$ cat src/pps_pkg.sv
// package for the pwm protection supervisor: timing counts and carrier structs
package pps_pkg;

  // ---------------------------------------------------------------
  // clock and timing
  // ---------------------------------------------------------------
  localparam int CLK_PERIOD_NS = 10;
  localparam int TRIG_FAST_US = 110;
  localparam int TRIG_SLOW_MS = 10;
  localparam int FB_HIGH_MS = 50;
  localparam int TOFF_BLANK_NS = 1500;
  localparam int TRIG_FAST_CYC = (TRIG_FAST_US * 1000 + CLK_PERIOD_NS - 1) / CLK_PERIOD_NS;
  localparam int TRIG_SLOW_CYC = (TRIG_SLOW_MS * 1000000 + CLK_PERIOD_NS - 1) / CLK_PERIOD_NS;
  localparam int FB_HIGH_CYC = (FB_HIGH_MS * 1000000 + CLK_PERIOD_NS - 1) / CLK_PERIOD_NS;
  localparam int TOFF_BLANK_CYC = (TOFF_BLANK_NS + CLK_PERIOD_NS - 1) / CLK_PERIOD_NS;
  localparam int CNT_W = 24;

  // ---------------------------------------------------------------
  // supervisor states
  // ---------------------------------------------------------------
  typedef enum logic [1:0] {
    PPS_ST_OFF = 2'b00,
    PPS_ST_RUN = 2'b01,
    PPS_ST_PROT = 2'b11
  } pps_state_e;

  // ---------------------------------------------------------------
  // comparator flags from the analog front end
  // ---------------------------------------------------------------
  typedef struct packed {
    logic supply_on_thr;
    logic supply_off_thr;
    logic overvoltage_guard;
    logic trig_below_0v8;
    logic trig_below_0v5;
    logic aux_above_2v5;
    logic fb_above_4v2;
  } pps_flags_s;

  // ---------------------------------------------------------------
  // enables and status towards the gate logic
  // ---------------------------------------------------------------
  typedef struct packed {
    logic pfc_enable;
    logic pwm_enable;
    logic startup_src_on;
    logic protect_active;
  } pps_ctrl_s;

endpackage : pps_pkg

$ cat src/pps_supervisor.sv
// protection supervisor gating pfc and pwm switching
`timescale 1ns/10ps
module pps_supervisor #(
  parameter int TRIG_FAST_CNT = pps_pkg::TRIG_FAST_CYC,
  parameter int TRIG_SLOW_CNT = pps_pkg::TRIG_SLOW_CYC,
  parameter int FB_HIGH_CNT = pps_pkg::FB_HIGH_CYC
) (
  // clock and reset
  input wire logic clk,
  input wire logic rst_b,
  // comparator flags and switching state
  input wire pps_pkg::pps_flags_s flags,
  input wire logic pwm_gate_on,
  // control outputs
  output pps_pkg::pps_ctrl_s ctrl,
  output logic fault_fb,
  output logic fault_trig,
  output logic fault_out_ovp
);
  import pps_pkg::*;

  // ---------------------------------------------------------------
  // debounce timers
  // ---------------------------------------------------------------
  logic [CNT_W-1:0] trig_cnt_reg, trig_cnt_next;
  logic [CNT_W-1:0] fb_cnt_reg, fb_cnt_next;
  logic trig_trip, fb_trip;

  always_comb begin
    trig_cnt_next = '0;
    trig_trip = 1'b0;
    // timer only runs while the trigger input stays low
    if (flags.trig_below_0v8) begin
      if (flags.trig_below_0v5) begin
        trig_trip = trig_cnt_reg >= CNT_W'(TRIG_FAST_CNT - 1);
      end else begin
        trig_trip = trig_cnt_reg >= CNT_W'(TRIG_SLOW_CNT - 1);
      end
      trig_cnt_next = trig_trip ? trig_cnt_reg : trig_cnt_reg + 1'b1;
    end // else cleared
    fb_cnt_next = '0;
    fb_trip = 1'b0;
    if (flags.fb_above_4v2) begin
      fb_trip = fb_cnt_reg >= CNT_W'(FB_HIGH_CNT - 1);
      fb_cnt_next = fb_trip ? fb_cnt_reg : fb_cnt_reg + 1'b1;
    end // else cleared
  end

  always_ff @(posedge clk or negedge rst_b) begin
    if (!rst_b) begin
      trig_cnt_reg <= '0;
      fb_cnt_reg <= '0;
    end else begin
      trig_cnt_reg <= trig_cnt_next;
      fb_cnt_reg <= fb_cnt_next;
    end
  end

  // ---------------------------------------------------------------
  // off-time blanking and plateau sampling
  // ---------------------------------------------------------------
  logic [7:0] blank_cnt_reg, blank_cnt_next;
  logic sampled_reg, sampled_next;
  logic ovp_trip;

  always_comb begin
    blank_cnt_next = '0;
    sampled_next = 1'b0;
    ovp_trip = 1'b0;
    // new switching cycle rearms the sample
    if (!pwm_gate_on && ctrl.pwm_enable) begin
      sampled_next = sampled_reg;
      if (blank_cnt_reg < 8'(TOFF_BLANK_CYC)) begin
        blank_cnt_next = blank_cnt_reg + 8'h01;
      end else begin
        blank_cnt_next = blank_cnt_reg;
        if (!sampled_reg) begin
          sampled_next = 1'b1;
          ovp_trip = flags.aux_above_2v5;
        end
      end
    end
  end

  always_ff @(posedge clk or negedge rst_b) begin
    if (!rst_b) begin
      blank_cnt_reg <= '0;
      sampled_reg <= 1'b0;
    end else begin
      blank_cnt_reg <= blank_cnt_next;
      sampled_reg <= sampled_next;
    end
  end

  // ---------------------------------------------------------------
  // supply lockout and auto-recovery state
  // ---------------------------------------------------------------
  pps_state_e state_reg, state_next;
  pps_ctrl_s ctrl_next;
  logic fault_fb_next, fault_trig_next, fault_ovp_next;
  logic any_fault;

  always_comb begin
    any_fault = flags.overvoltage_guard || trig_trip || fb_trip || ovp_trip;
    state_next = state_reg;
    fault_fb_next = fault_fb;
    fault_trig_next = fault_trig;
    fault_ovp_next = fault_out_ovp;
    unique case (state_reg)
      PPS_ST_OFF: begin
        // hysteresis between 18 V start and 10 V stop
        if (flags.supply_on_thr && !any_fault) begin
          state_next = PPS_ST_RUN;
          fault_fb_next = 1'b0;
          fault_trig_next = 1'b0;
          fault_ovp_next = 1'b0;
        end
      end
      PPS_ST_RUN: begin
        if (any_fault) begin
          state_next = PPS_ST_PROT;
        end else if (!flags.supply_off_thr) begin
          state_next = PPS_ST_OFF;
        end
      end
      PPS_ST_PROT: begin
        // hold off until supply drops below stop level
        if (!flags.supply_off_thr) begin
          state_next = PPS_ST_OFF;
        end
      end
      // unused code 2'b10 falls back to lockout
      default: begin
        state_next = PPS_ST_OFF;
      end
    endcase
    if (fb_trip) begin
      fault_fb_next = 1'b1;
    end
    if (trig_trip) begin
      fault_trig_next = 1'b1;
    end
    if (ovp_trip) begin
      fault_ovp_next = 1'b1;
    end
    ctrl_next.pfc_enable = (state_next == PPS_ST_RUN);
    ctrl_next.pwm_enable = (state_next == PPS_ST_RUN);
    ctrl_next.startup_src_on = (state_next == PPS_ST_OFF);
    ctrl_next.protect_active = (state_next == PPS_ST_PROT);
  end

  always_ff @(posedge clk or negedge rst_b) begin
    if (!rst_b) begin
      state_reg <= PPS_ST_OFF;
      ctrl <= '{pfc_enable: 1'b0, pwm_enable: 1'b0, startup_src_on: 1'b1, protect_active: 1'b0};
      fault_fb <= 1'b0;
      fault_trig <= 1'b0;
      fault_out_ovp <= 1'b0;
    end else begin
      state_reg <= state_next;
      ctrl <= ctrl_next;
      fault_fb <= fault_fb_next;
      fault_trig <= fault_trig_next;
      fault_out_ovp <= fault_ovp_next;
    end
  end

endmodule : pps_supervisor

$ cat config.mk
export PLATFORM = sky130hd
export DESIGN_NAME = pps_supervisor
export DESIGN_NICKNAME = d
export VERILOG_FILES = /design/src/pps_pkg.sv /design/src/pps_supervisor.sv
export SDC_FILE = /design/constraint.sdc
export NUM_CORES = 1
export LEC_CHECK = 0
export ABC_AREA = 1
export BUFFER_PORTS_ARGS = -buffer_cell sky130_fd_sc_hd__buf_4
export CORE_ASPECT_RATIO = 0.7
export CORE_MARGIN = 3
export CORE_UTILIZATION = 48
export CTS_BUF_LIST = sky130_fd_sc_hd__clkbuf_8
export DETAILED_ROUTE_END_ITERATION = 8
export HOLD_SLACK_MARGIN = 0.1
export MAX_ROUTING_LAYER = met4
export PLACE_DENSITY = 0.74
export SYNTH_ARGS = -nofsm -noshare
export SYNTH_HDL_FRONTEND = slang
export SYNTH_SLANG_ARGS = --single-unit
$ cat constraint.sdc
create_clock -name clk -period 2.05 [get_ports clk]
set_input_delay 0.3075 -clock clk [delete_from_list [all_inputs] [get_ports clk]]
set_output_delay 0.3075 -clock clk [all_outputs]
set_load 0.05 [all_outputs]
==> impl_metrics.json <==
{
  "status": "finished, final reports clean",
  "cts-root-buf": "clkbuf_8",
  "cp.arrival_ns": 2.12,
  "critPathCaptureType": "flop",
  "synthXorXnorAreaFrac": 0.0276,
  "grt_use_met3": 0.0565,
  "synth_compound_area_frac": 0.110,
  "setup_slack_ns": 0.156,
  "dr_total_vias": 3483,
  "seq_area_um2": 1630,
  "yosys_warnings": 0,
  "finalCritPeriodShare": 0.924,
  "dr.pass1.iters": 5,
  "syn-cell-area_um2": 3800,
  "cts-buffers-inserted": 9,
  "power.density_nw_per_um2": 691,
  "yosysMostFrequentCell": "nand2_1",
  "clkPwrFrac": 0.338,
  "seq_power_share": 0.480,
  "wl_um": 8660,
  "startpoint_type": "flop",
  "cts_htree_levels": 3,
  "setup_viol": 0,
  "required_ns": 2.28,
  "slew_viol_final": 0,
  "start_util": 0.508,
  "synth.area.mux_share": 0,
  "path_max_fanout": 8,
  "power.internal_uw": 1990,
  "yosys_register_bits": 65,
  "yosys.area.top_type_share": 0.421,
  "grt_overflow": 0,
  "netlist_top_cells_area": "dfrtp_1 42%, nand2_1 10%, inv_1 7.3%",
  "clkSlewWorstSetupHoldPaths_ns": 0.07,
  "ios": 17,
  "nets": 550,
  "grt_pass1_wl_um": 15100,
  "critical-path-slowest-cell": "dfrtp_1",
  "dpl-instance-area_um2": 4020,
  "use_met1": 0.323,
  "via_per_inst": 5.44,
  "worst_pin_slew_ns": 0.386,
  "synth_top_area_cell": "dfrtp_1",
  "synthFlopType": "dfrtp_1",
  "synthAdderAreaFrac": 0.00987,
  "top_usage_layer": "met1",
  "fp.dieH_um": 80.5,
  "synthTopCellsByCount": "104 x nand2_1, 74 x inv_1, 64 x dfrtp_1",
  "core_um2": 7480,
  "area_growth_pct": 12.3,
  "timing.rr.start": "trig_cnt_reg[1]",
  "synth_top_family_by_area": "simple AND/OR/NAND/NOR gates",
  "tns_ns": 0,
  "p_leak_uw": 0.00197,
  "worstSetupPathType": "reg -> reg",
  "crit_path_frequent_cell": "nand2_1",
  "fmax_mhz": 528,
  "fp-row-count": 26,
  "fp.dieW_um": 112,
  "crit_chain": "ha_2 > nand2_1 > nor2_4 > nand2_1 > nand2_1 > nand3_1 > nand3_4 > nand3_4 > buf_4 > nand2_1 > o21ai_1",
  "worst-path-stages": 11,
  "drc_errors": 0,
  "fin_area_um2": 4270,
  "ant_nets": 0,
  "synth_nets": 524,
  "finClkSkew_ns": 0.00848,
  "period_minus_slack_ns": 1.89,
  "startpoint": "trig_cnt_reg[1]",
  "clock_tree.buffer_depth": 2,
  "hold_viol_final": 0,
  "grt_start_max_net_pins": 39,
  "ys_async_sr_fraction": 1.00,
  "layout-drive-gt1-share": 0.135,
  "syn_avg_cell_area_um2": 7.44,
  "slowest_delay_ns": 0.38,
  "die_area_um2": 9040,
  "antennaDiodeCount": 0,
  "fin_util": 0.571,
  "dp_slack_ns": 0.167,
  "synth_simple_gate_area_frac": 0.328,
  "nFillCells": 681,
  "path_buf_inv": 1,
  "wl_per_cell_um": 13.5,
  "multi_input_area_um2": 1830,
  "cts_tree": "done",
  "min_from": "flags[5]",
  "drtIter0Drc": 396,
  "slew_headroom": 0.740,
  "clk_latency_ns": 0.35,
  "use_met2": 0.288,
  "cts_sinks": 65,
  "netlist_instances": 511,
  "synth_edf_count": 0,
  "holdPathStages": 3,
  "globalplace.congestion": 0.968,
  "dpl.hpwl_um": 6360,
  "hp-class": "in -> reg",
  "grt_usage": 0.214,
  "grt_pass1_vias": 3167,
  "p_switching_uw": 963,
  "yosysSeqAreaShare": 0.428,
  "p_sw_frac": 0.326,
  "numPortBuffers": 16,
  "whs_ns": 0.240,
  "comb_power_share": 0.182,
  "antenna_found_initial": 0,
  "path_delay_family": "simple AND/OR/NAND/NOR gates",
  "ys_types": 41,
  "maxCapViolations": 0,
  "peakVddDrop_mv": 0.596,
  "r2r_cells": 11
}
-- cell families after synthesis --
logic type                 Yosys count
xor gates and xnor gates            12
buffers and inverters               92
DFF                                 65
AOI/OAI and AO/OA                   76
and+or+nand+nor                    263
adders and majority gates            3
-- final cells by class --
class                      instances  area share
multi-input combinational        354       0.429
sequential                        65       0.381
inverter                          84      0.0744
timing repair buffer              23      0.0439
clock buffer                      10      0.0322
tap                               98      0.0287
clock inverter                     6      0.0103
-- metal layers --
layer	vias to the layer above	routed length, µm
met4	0	29
met3	4	617
met2	137	3610
met5	-	0
li1	1708	-
met1	1634	4400
-- final timing paths --
path	to	slack [ns]
setup / recovery	trig_cnt_reg[19]	0.16
hold / removal	state_reg[0]	0.24
setup reg to reg	trig_cnt_reg[19]	0.16
hold reg to reg	trig_cnt_reg[21]	0.47
max in group asynchronous	ctrl[1]	1.06
min in group asynchronous	trig_cnt_reg[8]	0.41
-- through the flow --
step,power [µW],cells
final,2950,640
after global routing,3110,640
after CTS,2970,636
after detailed placement,1960,619
after global placement,1960,619
after floorplan,1800,511
-- power groups by stage --
stage,combinational (µW),sequential [µW],clock (µW)
2_1_floorplan,240,1560,0
3_3_place_gp,516,1440,0
3_5_place_dp,524,1440,0
4_1_cts,529,1420,1020
5_1_grt,585,1430,1100
6_report,537,1420,998
-- worst min-delay path, stage by stage --
cell,delay (ns)
buf_4,0.08
nand2_1,0.06
nand3_2,0.10
-- layout by cell type (no fill, tap or decap), types with 11 or more instances in the layout --
cell	synthesis	routed
a21oi_1	24	24
buf_4	2	21
dfrtp_1	64	64
inv_1	74	75
nand2_1	104	104
nand3_1	34	34
nand4_1	16	16
nor2_1	60	60
nor3_1	20	20
o21ai_0	24	24
o21ai_1	14	14
xor2_1	11	11
-- repair_timing --
item,CTS,global route
hold buffers,1,0
endpoints found under the hold margin,27,0
gates resized for setup,0,4
setup buffers,0,4
endpoints found under the setup margin,0,9
Power figures use the tool's default switching activity.
